### src/verilog/hprs_pkg.sv
// Purpose: Shared constants and types for the home return sequencer
// Assumes: 100 MHz clock, one position step pulse per unit of travel
// Notes: Method codes other than the dog method are local choices
package hprs_pkg;
  // Widths
  localparam int HPRS_POS_W = 32;
  localparam int HPRS_SPD_W = 16;
  localparam int HPRS_TC_W = 16;
  localparam int HPRS_TYPE_W = 4;
  localparam int HPRS_PSEL_W = 5;
  // Home return type codes
  localparam logic [3:0] HPRS_TYPE_DOG = 4'h0;
  localparam logic [3:0] HPRS_TYPE_COUNT = 4'h1;
  localparam logic [3:0] HPRS_TYPE_DATA_SET = 4'h2;
  localparam logic [3:0] HPRS_TYPE_STOPPER = 4'h3;
  localparam logic [3:0] HPRS_TYPE_IGNORE = 4'h4;
  localparam logic [3:0] HPRS_TYPE_REAR_END = 4'h5;
  localparam logic [3:0] HPRS_TYPE_CNT_FRONT = 4'h6;
  localparam logic [3:0] HPRS_TYPE_CRADLE = 4'h7;
  localparam logic [3:0] HPRS_TYPE_LAST_Z = 4'h8;
  localparam logic [3:0] HPRS_TYPE_FRONT_END = 4'h9;
  localparam logic [3:0] HPRS_TYPE_DOGLESS_Z = 4'hA;
  // Direction and polarity settings
  localparam logic HPRS_DIR_INC = 1'h0;
  localparam logic HPRS_DIR_DEC = 1'h1;
  localparam logic HPRS_POL_OFF_DET = 1'h0;
  localparam logic HPRS_POL_ON_DET = 1'h1;
  // Reset values
  localparam logic [31:0] HPRS_POS_RST = 32'h0000_0000;
  localparam logic [15:0] HPRS_SPD_RST = 16'h0000;
  localparam logic [2:0] HPRS_SYNC_RST = 3'h0;
  // Cycles after reset before the pin filter holds a settled level
  localparam logic [2:0] HPRS_SENSE_WARM = 3'h4;

  typedef enum logic [2:0] {
    HPRS_IDLE, HPRS_FAST, HPRS_CREEP, HPRS_REVERSE, HPRS_ZWAIT, HPRS_SHIFT
  } hprs_state_t;
endpackage

### src/verilog/hprs_sense_if.sv
// Purpose: Carries conditioned dog and Z-phase sense between modules
// Assumes: Single clock domain
// Notes: dog_det is a level, z_pulse is a one-cycle pulse
`timescale 1ns/1ns
interface hprs_sense_if;
  logic dog_polarity;
  logic dog_det;
  logic z_pulse;
  modport cond (input dog_polarity, output dog_det, output z_pulse);
  modport seq (output dog_polarity, input dog_det, input z_pulse);
endinterface : hprs_sense_if

### src/verilog/hprs_sense.sv
// Purpose: Synchronises the dog and Z-phase pins and applies dog polarity
// Assumes: Pins are asynchronous to clk_in
// Notes: A change counts once the second and third stages agree
`timescale 1ns/1ns
module hprs_sense
  import hprs_pkg::*;
(
  // Clock and reset
  input wire logic clk_in,
  input wire logic rstn_in,
  // Pins
  input wire logic dog_pin_in,
  input wire logic zphase_pin_in,
  // Conditioned sense
  hprs_sense_if.cond sense
);
  typedef struct packed {
    logic [2:0] dog_sync;
    logic [2:0] z_sync;
    logic dog_level;
    logic z_level;
    logic dog_det;
    logic z_pulse;
    logic [2:0] warm;
  } hprs_sense_st_t;

  hprs_sense_st_t st_reg;
  hprs_sense_st_t st_next;

  // Filter: the first stage feeds only the second stage
  always_comb begin
    st_next = st_reg;
    st_next.dog_sync = {st_reg.dog_sync[1:0], dog_pin_in};
    st_next.z_sync = {st_reg.z_sync[1:0], zphase_pin_in};
    if (st_reg.dog_sync[1] == st_reg.dog_sync[2]) begin
      st_next.dog_level = st_reg.dog_sync[2];
    end
    if (st_reg.z_sync[1] == st_reg.z_sync[2]) begin
      st_next.z_level = st_reg.z_sync[2];
    end
    // Off-detect polarity inverts the pin sense
    st_next.dog_det = (sense.dog_polarity == HPRS_POL_ON_DET) ? st_reg.dog_level
                                                             : ~st_reg.dog_level;
    st_next.z_pulse = st_reg.z_level & ~st_next.z_level ? 1'b0
                                                        : (~st_reg.z_level & st_next.z_level);
    // Sense reads idle until the filter is filled; the reset level is not the pin's,
    // so a start right after reset would otherwise see a false dog or Z edge
    if (st_reg.warm != HPRS_SENSE_WARM) begin
      st_next.warm = st_reg.warm + 3'h1;
      st_next.dog_det = 1'b0;
      st_next.z_pulse = 1'b0;
    end
  end

  always_ff @(posedge clk_in) begin
    if (!rstn_in) begin
      st_reg <= '0;
    end else begin
      st_reg <= st_next;
    end
  end

  assign sense.dog_det = st_reg.dog_det;
  assign sense.z_pulse = st_reg.z_pulse;
endmodule // hprs_sense

### src/verilog/hprs_seq.sv
// Purpose: Home position return sequencer, top level
// Assumes: step_in pulses once per unit of travel in the commanded direction
// Notes: Count, data set and stopper methods are refused with an error flag
`timescale 1ns/1ns
module hprs_seq
  import hprs_pkg::*;
(
  // Clock and reset
  input wire logic clk_in,
  input wire logic rstn_in,
  // Mode selection and start
  input wire logic operation_mode_select_line_in,
  input wire logic [HPRS_PSEL_W-1:0] point_select_lines_in,
  input wire logic start_in,
  input wire logic servo_on_in,
  // Settings
  input wire logic [HPRS_TYPE_W-1:0] home_return_type_setting_in,
  input wire logic home_return_dir_setting_in,
  input wire logic dog_polarity_setting_in,
  input wire logic [HPRS_SPD_W-1:0] home_return_speed_setting_in,
  input wire logic [HPRS_SPD_W-1:0] creep_speed_setting_in,
  input wire logic [HPRS_POS_W-1:0] home_shift_distance_setting_in,
  input wire logic [HPRS_POS_W-1:0] post_dog_travel_setting_in,
  input wire logic [HPRS_POS_W-1:0] home_position_data_setting_in,
  input wire logic [HPRS_TC_W-1:0] pt1_accel_time_in,
  input wire logic [HPRS_TC_W-1:0] pt1_decel_time_in,
  // Pins and motion feedback
  input wire logic dog_pin_in,
  input wire logic zphase_pin_in,
  input wire logic step_in,
  // Motion command
  output logic run_out,
  output logic dir_dec_out,
  output logic [HPRS_SPD_W-1:0] speed_out,
  output logic [HPRS_TC_W-1:0] accel_time_out,
  output logic [HPRS_TC_W-1:0] decel_time_out,
  // Status
  output logic [HPRS_POS_W-1:0] current_position_out,
  output logic home_complete_out,
  output logic coord_valid_out,
  output logic type_error_out
);
  typedef struct packed {
    hprs_state_t state;
    logic [HPRS_TYPE_W-1:0] htype;
    logic start_d;
    logic servo_on_d;
    logic run;
    logic dir_dec;
    logic [HPRS_SPD_W-1:0] speed;
    logic [HPRS_TC_W-1:0] accel;
    logic [HPRS_TC_W-1:0] decel;
    logic [HPRS_POS_W-1:0] pos;
    logic [HPRS_POS_W-1:0] remain;
    logic done;
    logic valid;
    logic err;
  } hprs_st_t;

  hprs_st_t st_reg;
  hprs_st_t st_next;
  hprs_sense_if sense();

  // Pin conditioning
  hprs_sense u_sense (
    .clk_in(clk_in),
    .rstn_in(rstn_in),
    .dog_pin_in(dog_pin_in),
    .zphase_pin_in(zphase_pin_in),
    .sense(sense.cond)
  );
  assign sense.dog_polarity = dog_polarity_setting_in;

  logic mode_ok;
  logic start_req;
  logic servo_rise;
  assign mode_ok = operation_mode_select_line_in && (point_select_lines_in == '0);
  assign start_req = start_in && !st_reg.start_d && mode_ok;
  assign servo_rise = servo_on_in && !st_reg.servo_on_d;

  // Finish: home position is set and coordinates become valid
  function automatic hprs_st_t finish(input hprs_st_t s, input logic [HPRS_POS_W-1:0] hp);
    hprs_st_t r;
    r = s;
    r.state = HPRS_IDLE;
    r.run = 1'b0;
    r.speed = HPRS_SPD_RST;
    r.pos = hp;
    r.done = 1'b1;
    r.valid = 1'b1;
    return r;
  endfunction

  // Enter shift phase, or finish at once when no distance is left
  function automatic hprs_st_t to_shift(input hprs_st_t s, input logic [HPRS_POS_W-1:0] d,
                                        input logic [HPRS_POS_W-1:0] hp);
    hprs_st_t r;
    r = s;
    if (d == '0) begin
      r = finish(s, hp);
    end else begin
      r.state = HPRS_SHIFT;
      r.remain = d;
    end
    return r;
  endfunction

  logic [HPRS_POS_W-1:0] travel_shift;
  assign travel_shift = post_dog_travel_setting_in + home_shift_distance_setting_in;

  // Sequencer
  always_comb begin
    st_next = st_reg;
    st_next.start_d = start_in;
    st_next.servo_on_d = servo_on_in;
    // Position tracks motion steps while moving
    if (st_reg.run && step_in) begin
      st_next.pos = st_reg.dir_dec ? st_reg.pos - 32'h0000_0001 : st_reg.pos + 32'h0000_0001;
    end
    unique case (st_reg.state)
      HPRS_IDLE: begin
        if (start_req) begin
          st_next.done = 1'b0;
          st_next.err = 1'b0;
          st_next.htype = home_return_type_setting_in;
          st_next.dir_dec = home_return_dir_setting_in;
          st_next.accel = pt1_accel_time_in;
          st_next.decel = pt1_decel_time_in;
          st_next.speed = home_return_speed_setting_in;
          st_next.run = 1'b1;
          st_next.state = HPRS_FAST;
          unique case (home_return_type_setting_in)
            HPRS_TYPE_IGNORE: begin
              // Servo-on position is kept, no motion
              st_next.run = 1'b0;
              st_next.speed = HPRS_SPD_RST;
              st_next.state = HPRS_IDLE;
              if (servo_on_in) begin
                st_next = finish(st_next, home_position_data_setting_in);
              end
            end
            HPRS_TYPE_DOGLESS_Z: begin
              st_next.speed = creep_speed_setting_in;
              st_next.state = HPRS_ZWAIT;
            end
            HPRS_TYPE_DOG, HPRS_TYPE_REAR_END, HPRS_TYPE_CNT_FRONT, HPRS_TYPE_CRADLE,
            HPRS_TYPE_LAST_Z, HPRS_TYPE_FRONT_END: begin
              st_next.state = HPRS_FAST;
            end
            default: begin
              // Count, data set and stopper are refused with the error flag
              st_next.run = 1'b0;
              st_next.speed = HPRS_SPD_RST;
              st_next.state = HPRS_IDLE;
              st_next.err = 1'b1;
            end
          endcase
        end else if (servo_rise && st_reg.htype == HPRS_TYPE_IGNORE && st_reg.err == 1'b0
                     && mode_ok && !st_reg.done) begin
          st_next = finish(st_next, home_position_data_setting_in);
        end
      end
      HPRS_FAST: begin
        if (sense.dog_det) begin
          st_next.speed = creep_speed_setting_in;
          unique case (st_reg.htype)
            HPRS_TYPE_CRADLE: st_next.state = HPRS_ZWAIT;
            HPRS_TYPE_LAST_Z: begin
              st_next.dir_dec = ~st_reg.dir_dec;
              st_next.state = HPRS_REVERSE;
            end
            HPRS_TYPE_CNT_FRONT, HPRS_TYPE_FRONT_END: begin
              st_next = to_shift(st_next, travel_shift, home_position_data_setting_in);
            end
            default: st_next.state = HPRS_CREEP;
          endcase
        end
      end
      HPRS_CREEP: begin
        // Waiting for the dog rear end
        if (!sense.dog_det) begin
          if (st_reg.htype == HPRS_TYPE_REAR_END) begin
            st_next = to_shift(st_next, travel_shift, home_position_data_setting_in);
          end else begin
            st_next.state = HPRS_ZWAIT;
          end
        end
      end
      HPRS_REVERSE: begin
        if (!sense.dog_det) begin
          st_next.state = HPRS_ZWAIT;
        end
      end
      HPRS_ZWAIT: begin
        if (sense.z_pulse) begin
          if (st_reg.htype == HPRS_TYPE_CRADLE) begin
            st_next = finish(st_next, home_position_data_setting_in);
          end else begin
            st_next = to_shift(st_next, home_shift_distance_setting_in,
                               home_position_data_setting_in);
          end
        end
      end
      HPRS_SHIFT: begin
        // Z-phase is ignored here; only distance counts
        if (step_in) begin
          if (st_reg.remain == 32'h0000_0001) begin
            st_next = finish(st_next, home_position_data_setting_in);
          end else begin
            st_next.remain = st_reg.remain - 32'h0000_0001;
          end
        end
      end
    endcase
  end

  // State register; power-up reset leaves coordinates invalid
  always_ff @(posedge clk_in) begin
    if (!rstn_in) begin
      st_reg <= '0;
      st_reg.state <= HPRS_IDLE;
      st_reg.valid <= 1'b0;
      st_reg.pos <= HPRS_POS_RST;
    end else begin
      st_reg <= st_next;
    end
  end

  assign run_out = st_reg.run;
  assign dir_dec_out = st_reg.dir_dec;
  assign speed_out = st_reg.speed;
  assign accel_time_out = st_reg.accel;
  assign decel_time_out = st_reg.decel;
  assign current_position_out = st_reg.pos;
  assign home_complete_out = st_reg.done;
  assign coord_valid_out = st_reg.valid;
  assign type_error_out = st_reg.err;
endmodule // hprs_seq
### config.mk
export PLATFORM = sky130hd
export DESIGN_NAME = hprs_seq
export DESIGN_NICKNAME = d
export VERILOG_FILES = /design/src/verilog/hprs_pkg.sv /design/src/verilog/hprs_sense_if.sv /design/src/verilog/hprs_sense.sv /design/src/verilog/hprs_seq.sv
export SDC_FILE = /design/constraint.sdc
export NUM_CORES = 1
export LEC_CHECK = 0
export BUFFER_PORTS_ARGS = -buffer_cell sky130_fd_sc_hd__buf_4
export CAP_MARGIN = 5
export CORE_MARGIN = 3
export CORE_UTILIZATION = 30
export DETAILED_ROUTE_END_ITERATION = 16
export SLEW_MARGIN = 10
export SYNTH_ARGS = -nofsm -noshare
export SYNTH_HDL_FRONTEND = slang
export SYNTH_SLANG_ARGS = --single-unit
### constraint.sdc
create_clock -name clk_in -period 5.6 [get_ports clk_in]
set_input_delay 0.56 -clock clk_in [delete_from_list [all_inputs] [get_ports clk_in]]
set_output_delay 0.56 -clock clk_in [all_outputs]
set_load 0.01 [all_outputs]
======== Word-level counts from Yosys, hierarchy flattened ========
Cells that the tools add are included.
word-level totals
  output and inout port bits .............. 85
  logic and storage cells ................. 156
  register bits ........................... 139
  bits of input ports ..................... 179
cells by class
  mux-type cells .......................... 40
  bitwise logic cells ..................... 13
  add/sub/neg operators ................... 5
  reductions and logical operators ........ 35
  equality and inequality tests ........... 42
operator list
  cell                                                number
  2-to-1 mux 126 bit                                  7
  case mux 123 bit (5 select lines)                   1
  2-to-1 mux 82 bit                                   3
  2-to-1 mux 32 bit                                   5
  2-to-1 mux 118 bit                                  1
  2-to-1 mux 117 bit                                  1
  2-to-1 mux 115 bit                                  1
  2-to-1 mux 98 bit                                   1
  2-to-1 mux 91 bit                                   1
  logical NOT 32 bit                                  2
  subtractor 32 x 1 -> 32 bit, second input constant  2
  case mux 16 bit (3 select lines)                    1
  adder 32 x 1 -> 32 bit, second input constant       1
  adder 32 bit                                        1
  == test 32 x 1 -> 1 bit, second input constant      1
  == test 4 x 3 -> 1 bit, second input constant       8
  != test 2 bit, second input constant                12
  AND reduction 12 bit                                2
  2-to-1 mux 3 bit                                    7
  == test 4 bit, second input constant                5
  AND reduction 10 bit                                2
  case mux 3 bit (3 select lines)                     2
  case mux 3 bit (6 select lines)                     1
  AND reduction 8 bit                                 2
  other kinds (28)                                    65

======== Logic depth before layout (Yosys ltp) ========
Gate-level depths: netlist (run 1).
  depth in word-level cells ............... 9
  gate-level depth with buffers ........... 16
  gate-level depth less buffers ........... 14

======== Hierarchy ========
A second synthesis (run 1) with hierarchy kept.
second synthesis, totals
  cells, all modules ...................... 1509
  area, all modules ....................... 11273.3 um2
modules (own cells, without submodules)
  module      area an instance (um2)  sequential area each (um2)  instances  cells each
  hprs_seq    10812.9                 2522.4                      1          1466
  hprs_sense  460.4                   260.2                       1          43

======== Least setup slack after synthesis (run 1) ========
No wires, ideal clock.
  kind .................................... input -> register
  start ................................... in home_shift_distance_setting_in[0]
  end ..................................... reg st_reg[21] (netlist bit)
  stages on the path ...................... 15
  data required time ...................... 5.478 ns
  setup time .............................. 0.122 ns
  path buffers ............................ 1
  slack ................................... 1.519 ns
  arrival time ............................ 3.959 ns
  cell sequence ........................... ha_1 > inv_1 > fa_1 > nor2b_1 > o31a_1 > o22ai_1 > o21a_2 > o41a_1 > xnor2_1 > or4b_4 > nor3b_4 > a21o_1 > nor2_2 > buf_6 > a221o_1
between the ends
  longest elaborated chain between the ends .. 6
  elaborated cells on any way between the ends .. 11
  those cells by class .................... add/sub: 1; eq/ne: 1; mux: 6; reduce/logical: 3
RTL lines
  item                                                             line                              text
  start, declared                                                  hprs_seq.sv:22                    input wire logic [HPRS_POS_W-1:0] home_shift_distance_setting_in,
  adder 32 bit                                                     hprs_seq.sv:109                   assign travel_shift = post_dog_travel_setting_in + home_shift_distance_setting_in;
  logical NOT 32 bit                                               hprs_seq.sv:99                    if (d == '0) begin
  2-to-1 mux 32 bit                                                hprs_seq.sv:99
  2-to-1 mux 117 bit / 2-to-1 mux 115 bit (equally long branches)  hprs_seq.sv:182, hprs_seq.sv:166
  2-to-1 mux 126 bit (on tied branches)                            hprs_seq.sv:181, hprs_seq.sv:164
  case mux 123 bit (5 select lines)                                hprs_seq.sv:120                   unique case (st_reg.state)
  end signal, assigned                                             hprs_seq.sv:225                   st_reg <= st_next;
  end, declared                                                    hprs_seq.sv:60                    hprs_st_t st_reg;
Parallel ways exist; a longest one is shown, timed or not. The select of a mux whose other input is x is not followed.
A chain may end at the register's enable or synchronous reset.

======== Worst setup path in the final report (run 1) ========
  start ................................... in home_shift_distance_setting_in[0]
  end ..................................... reg st_reg (netlist bit current_position_out[28])
between the ends
  longest elaborated chain between the ends .. 6
  elaborated cells on any way between the ends .. 13
  those cells by class .................... add/sub: 1; mux: 10; reduce/logical: 2
RTL lines
  item                                                             line
  adder 32 bit                                                     hprs_seq.sv:109
  logical NOT 32 bit                                               hprs_seq.sv:99
  2-to-1 mux 82 bit                                                hprs_seq.sv:99
  2-to-1 mux 117 bit / 2-to-1 mux 115 bit (equally long branches)  hprs_seq.sv:182, hprs_seq.sv:166
  2-to-1 mux 126 bit (on tied branches)                            hprs_seq.sv:181, hprs_seq.sv:164
  case mux 123 bit (5 select lines) *                              hprs_seq.sv:120
Mark *: on every way between the ends. The rest lies on a longest branch, timed or not. The select of a mux whose other input is x is not followed.

==> impl_metrics.csv, run 1 <==
group,metric,value,unit
die,initial_core_util,30.8,%
timing,report.final.slew_viol_count,0,
power,power_per_cell_area,190,nW/µm²
power,power_switching_share,27.9,%
worst_setup_path,cp-end-kind,"flip-flop",
route,vias,11752,
clock_network,root_buffer,"clkbuf_16",
hold_path,min_to,"st_reg[118]",
hold_path,hold_start,"start_in",
worst_setup_path,reg2reg_from,"dir_dec_out",
power,pwr-share-comb,19.0,%
clock_network,numCtsBuffers,17,
status,status,"completed",
die,rows,70,
timing,slew-limit-headroom,21.8,%
final_layout,final_cell_mix,"buf_4 (280), nand2_1 (191), dfxtp_1 (139)",
route,wl_per_cell,17.2,µm
die,die_x,201,µm
synth,async_flop_share,0,%
timing,setup_ws,1.15,ns
synth,syn_area_per_cell,7.52,µm²
hold_path,hold_class,"primary input to flip-flop",
timing,fmax,225,MHz
synth,synthCells,1513,
route,wl,37400,µm
place,dpl_cell_area,13200,µm²
final_layout,final_common_cell,"buf_4",
timing,fin_skew,0.00931,ns
worst_setup_path,arrival,4.79,ns
route,drt-vias-per-instance,5.42,
timing,period_minus_slack,4.45,ns
final_layout,fin_nets,1901,
route,drc,0,
synth,synth_fp_nets,1759,
place,globalplace.congestion,0.907,
final_layout,postLayoutCoreUtil,37.3,%
power,p_leak,5.72,nW
grt,grt_pass1_vias,11444,
place,dp_hpwl,28600,µm
timing,hold_ws,0.355,ns
synth,syn_area,11400,µm²
worst_setup_path,critPathKind,"primary input to flip-flop",
grt,grt_usage,17.9,%
power,p_int,1.88,mW
final_layout,drive_gt1_share,20.3,%
worst_setup_path,worst_r2r_endpoint,"current_position_out[31]",
clock_network,htree_levels,4,
place,port_buffers,263,
flow_run,cap_viol_max_count,0,
timing,finalCritPeriodShare,79.4,%
grt,grt_pass1_wl,60100,µm
route,final_antenna_net_count,0,
synth,synth-seq-cells,139,
synth,synth-edff-count,0,
route,drt_first_pass_iters,5,
die,core_area,37000,µm²
worst_setup_path,start_kind,"primary input",
final_layout,fill_cells,3870,
power,p_seq_share,38.4,%
clock_network,clkTransAtPathRegs,0.06,ns
grt,grt-ovfl-total,0,
synth,yosysSeqAreaShare,24.5,%
power,p_switching,0.728,mW
clock_network,cts_tree,"yes",
hold_path,hold_depth,2,
die,die_y,201,µm
route,dr.first_iter.drc_count,711,
die,io_pins,264,
grt,grt_max_degree,65,
timing,setup_viol_count_final,0,
final_layout,largest_register_ffs,41,
place,placed_cells,2140,
worst_setup_path,required,5.94,ns
worst_setup_path,reg2reg_setup_slack,1.19,ns
timing,rsz0062_at_grt,"false",
timing,setup_tns,0,ns
power,ir_worst_vdd,0.198,mV
power,design_power_total,2.61,mW
power,clock_power_share,42.7,%
synth,synth-main-ff-cell,"dfxtp_1",
clock_network,clock_path_buffers,2,
final_layout,fin_cells,2169,
timing,worst_pin_slew,1.17,ns
synth,yosysWarnings,0,
clock_network,clock_sinks,139,
clock_network,cts_hold_buf,0,
grt,antenna_found_initial,0,
die,dieArea,40300,µm²
synth,synthDistinctLibCells,87,
worst_setup_path,cp_max_fo,38,
final_layout,num_antenna_cells,0,
worst_setup_path,rr_worst_depth,12,
timing,hold_violations,0,
clock_network,post_cts_resized,0,
clock_network,postCtsSetupBuffers,0,
final_layout,fin_area,13800,µm²
clock_network,clk_latency,0.42,ns
final_layout,syn_to_final_growth,21.1,%
place,pre_cts_ws,0.759,ns
## worst max path at each step
stage | start | endpoint | slack (ns) | cells past startpoint
finish | home_shift_distance_setting_in[0] | current_position_out[28] | 1.15 | 16
global route | home_shift_distance_setting_in[0] | current_position_out[28] | 0.75 | 16
CTS | dir_dec_out | current_position_out[31] | 1.18 | 12
detailed placement | home_shift_distance_setting_in[0] | current_position_out[28] | 0.76 | 16
global placement | home_shift_distance_setting_in[0] | current_position_out[28] | 0.80 | 16
floorplan | home_shift_distance_setting_in[0] | st_reg[21] | 1.52 | 15
## power by group through the flow
stage | clock [mW] | sequential (mW) | combinational (mW)
global route | 1.20 | 1.00 | 0.541
finish | 1.11 | 1.00 | 0.496
detailed placement | 0 | 1.02 | 0.490
global placement | 0 | 1.02 | 0.488
CTS | 1.15 | 1.00 | 0.492
floorplan | 0 | 1.02 | 0.287
## critical path, cell delays in order
cell,delay [ns]
buf_4,0.12
ha_1,0.22
inv_1,0.08
fa_1,0.20
nor2b_1,0.07
o21ai_0,0.13
or3b_2,0.46
a2111oi_0,0.46
nor4b_1,0.47
nand3b_1,0.14
nor4_1,0.28
and4_1,0.54
a31oi_4,0.39
buf_12,0.30
nand3b_1,0.17
a21oi_1,0.15
## metal layers
metal  share of wire [%]  wire length, µm  global-route usage, %  vias to the layer above
met4                 2.2              805                   5.32                        0
met3                 6.0             2250                   3.39                       46
met2                  47            17400                   29.9                      415
li1                    -                -                      -                     5786
met1                  45            16900                   23.5                     5505
met5                   0                0                      0                        -
## layout make-up
type	instances	area [µm²]	share of cell area, %
clock buffers	22	464	3.37
clock inverters	7	93.8	0.682
inverters	32	120	0.872
multi-input cells	1184	7560	54.9
flip-flops and latches	139	2780	20.2
well taps	504	631	4.58
repair buffers	281	2120	15.4
## synthesized netlist by cell type (12+ instances only)
| cell type | number | area share [%] |
|---|---|---|
| nor4_1 | 23 | 1.3 |
| a221o_1 | 21 | 1.8 |
| o211ai_1 | 16 | 1.1 |
| xnor2_1 | 31 | 2.4 |
| inv_1 | 32 | 1.1 |
| nor2b_1 | 12 | 0.66 |
| clkbuf_1 | 60 | 2.0 |
| o2bb2ai_1 | 19 | 1.5 |
| a21o_1 | 37 | 2.4 |
| a22oi_1 | 36 | 2.4 |
| o21ai_0 | 90 | 4.0 |
| buf_4 | 82 | 5.4 |
| a211oi_1 | 21 | 1.4 |
| a31oi_1 | 17 | 0.93 |
| a21oi_1 | 121 | 5.3 |
| nand2_1 | 191 | 6.3 |
| xor2_1 | 34 | 2.6 |
| nor2_1 | 132 | 4.4 |
| nand2b_1 | 23 | 1.3 |
| nand3_1 | 48 | 2.1 |
| nor3_1 | 27 | 1.2 |
| nand3b_1 | 12 | 0.79 |
| dfxtp_1 | 139 | 24 |
| and2_1 | 15 | 0.82 |
| nand4_1 | 15 | 0.82 |
| ha_1 | 65 | 7.1 |
## kinds of logic after synthesis
group,synth area share (%)
DFF,24.5
xor gates and xnor gates,5.00
muxes,0.979
adders and majority gates,7.50
and+or+nand+nor,22.8
AOI/OAI and AO/OA,30.1
buffers and inverters,9.13
Note: power is estimated with default switching activity, not from simulation.
==> inputs of run 2 (changes only) <==
Clock period 5.6 ns to 3.6 ns, I/O delays scaled along.
==> run 2 against run 1 <==
  * Sequential power is 56% higher
  * Worst setup slack worse by 1.1 ns
  * Sequential cell count stayed put
  * Largest cell class unchanged
  * Critical path type unchanged
  * First-iteration DRC count is 10% higher
  * Die area stayed put
  * Core utilization is 4.7 points higher
  * Critical endpoint is now speed_out[10]
  * Final cell count is 8.1% higher
==> impl_metrics.csv, run 2 (same netlist as run 1, synthesis figures left out) <==
group,metric,value,unit
status,status,"completed",
final_layout,final_cell_mix,"buf_4 (439), nand2_1 (191), dfxtp_1 (138)",
worst_setup_path,crit_family,"compound AO/OA/AOI/OAI gates",
die,initial_core_util,30.8,%
route,drt_first_pass_iters,7,
place,port_buffers,263,
power,power_per_cell_area,289,nW/µm²
route,dr.first_iter.drc_count,785,
place,globalplace.congestion,0.913,
flow_run,cap_viol_max_count,0,
route,final_antenna_net_count,0,
worst_setup_path,crit_path_start,"home_shift_distance_setting_in[0]",
worst_setup_path,critPathMostFrequentCell,"buf_6",
final_layout,num_antenna_cells,0,
grt,grt_pass1_wl,61600,µm
timing,setup_viol_count_final,0,
timing,rsz0062_at_grt,"true",
power,clock_power_share,41.2,%
route,wl,39300,µm
grt,grt_pass1_vias,11798,
timing,slew-limit-headroom,42.7,%
grt,grt_max_degree,67,
route,drt-vias-per-instance,5.25,
worst_setup_path,reg2reg_setup_slack,0.20,ns
grt,antenna_found_initial,0,
worst_setup_path,cp_cell_sequence,"buf_8 -> ha_4 -> inv_2 -> fa_2 -> nor2b_4 -> buf_6 -> o31a_1 -> o22ai_2 -> o21a_2 -> o41a_1 -> xnor2_2 -> or4b_4 -> nor3b_4 -> buf_6 -> a311oi_4 -> buf_12 -> o2bb2ai_1 -> a31o_2",
timing,worst_pin_slew,0.859,ns
clock_network,clkTransAtPathRegs,0.07,ns
clock_network,clock_sinks,139,
final_layout,syn_to_final_growth,36.3,%
die,core_area,37000,µm²
timing,setup_tns,0,ns
hold_path,hold_depth,2,
power,p_seq_share,34.8,%
worst_setup_path,worst_r2r_endpoint,"current_position_out[31]",
power,ir_worst_vdd,0.255,mV
worst_setup_path,rr_worst_depth,12,
worst_setup_path,path_depth,18,
final_layout,final_common_cell,"buf_4",
die,io_pins,264,
final_layout,fin_cells,2344,
place,dp_hpwl,30300,µm
final_layout,fin_nets,2074,
worst_setup_path,cp_max_fo,8,
worst_setup_path,critPathKind,"primary input to flip-flop",
worst_setup_path,slowest_delay,0.50,ns
final_layout,fill_cells,3786,
worst_setup_path,cp-end-kind,"flip-flop",
timing,finalCritPeriodShare,99.6,%
die,dieArea,40300,µm²
clock_network,clock_path_buffers,2,
power,p_int,3.22,mW
timing,fmax,279,MHz
timing,hold_violations,0,
clock_network,numCtsBuffers,17,
die,die_x,201,µm
route,wl_per_cell,16.8,µm
worst_setup_path,start_kind,"primary input",
power,p_leak,6.71,nW
worst_setup_path,critPathBufInv,5,
timing,report.final.slew_viol_count,0,
die,die_y,201,µm
worst_setup_path,arrival,3.90,ns
worst_setup_path,reg2reg_from,"dir_dec_out",
worst_setup_path,required,3.91,ns
worst_setup_path,cp-endpoint,"speed_out[10]",
final_layout,largest_register_ffs,41,
clock_network,clk_latency,0.42,ns
clock_network,cts_tree,"yes",
power,p_switching,1.26,mW
timing,period_minus_slack,3.58,ns
clock_network,htree_levels,4,
route,drc,0,
worst_setup_path,critical-path-slowest-cell,"or4b_4",
route,vias,12317,
hold_path,hold_class,"primary input to flip-flop",
grt,grt_usage,18.3,%
place,placed_cells,2304,
grt,grt-ovfl-total,0,
die,rows,70,
power,pwr-share-comb,24.0,%
clock_network,root_buffer,"clkbuf_16",
power,power_switching_share,28.2,%
timing,fin_skew,0.00879,ns
final_layout,drive_gt1_share,30.3,%
-- run 2: changes by cell type in the layout (fill, tap and decap cells not counted), sizes merged --
cell / before / now
bufinv: 2 / 3
clkinv: 3 / 5
inv: 32 / 36
buf: 281 / 450
clkbuf: 22 / 21
nor2: 134 / 135
clkinvlp: 2 / 1
-- run 2: cell type report --
type | count | area, µm² | area share (%)
Multi-Input combinational cell | 1185 | 7820 | 50.4
Timing Repair Buffer | 453 | 3550 | 22.9
Sequential cell | 139 | 2780 | 18.0
Tap cell | 504 | 631 | 4.07
Clock buffer | 18 | 439 | 2.83
Clock inverter | 13 | 165 | 1.07
Inverter | 32 | 120 | 0.775
-- run 2: power groups by stage --
stage	Combinational, mW	Clock (mW)	Sequential [mW]
4_1_cts	1.03	1.90	1.56
5_1_grt	1.16	1.95	1.56
2_1_floorplan	0.454	0	1.59
3_3_place_gp	1.01	0	1.59
6_report	1.07	1.85	1.56
3_5_place_dp	1.02	0	1.59
-- run 2: how the worst min path moves through the flow --
stage | start | endpoint | slack, ns
2_1_floorplan | u_sense.st_next[11] | u_sense.st_next[12] | 0.41
3_3_place_gp | coord_valid_out | coord_valid_out | 0.44
3_5_place_dp | decel_time_out[3] | decel_time_out[3] | 0.45
4_1_cts | start_in | st_reg[118] | 0.12
5_1_grt | start_in | st_reg[118] | 0.13
6_report | start_in | st_reg[118] | 0.15
-- run 2: routing by layer --
metal  part of all wire (%)  track usage, %  up-vias
li1                       -               -     6133
met1                     46            24.7     5766
met2                     48            30.9      374
met3                    4.9            2.64       44
met4                    1.5            4.14        0
met5                      0               0        -
-- run 2: worst reg2reg max path, stage by stage, from the launching register on --
cell and delay [ns]:
dfxtp_2 0.50, ha_1 0.30, a211oi_1 0.28, o21ai_0 0.18, a21o_1 0.21, o21ai_0 0.25
o21ai_0 0.19, a31oi_1 0.32, o21ai_1 0.22, o311ai_0 0.39, o211ai_1 0.14, and3_1 0.18
nor3_1 0.15
-- run 2: timing repair --
action | CTS | global route
gates cloned | 0 | 4
resized for setup | 4 | 38
hold buffers | 0 | 0
pin swaps | 2 | 6
buffers inserted | 1 | 4
setup endpoints to repair | 46 | 72
-- run 2: through the flow --
| stage | area [µm²] | worst slack, ns | hold slack (ns) | total power [mW] | util, % |
|---|---|---|---|---|---|
| after CTS | 15200 | 0.00847 | 0.122 | 4.48 | 41.2 |
| final | 15500 | 0.0160 | 0.148 | 4.48 | 42.0 |
| after detailed placement | 14600 | -0.545 | 0.447 | 2.61 | 39.5 |
| after global routing | 15500 | -0.0869 | 0.128 | 4.68 | 42.0 |
| after floorplan | 11500 | -0.138 | 0.412 | 2.04 | - |
| after global placement | 14600 | -0.484 | 0.435 | 2.60 | 39.5 |
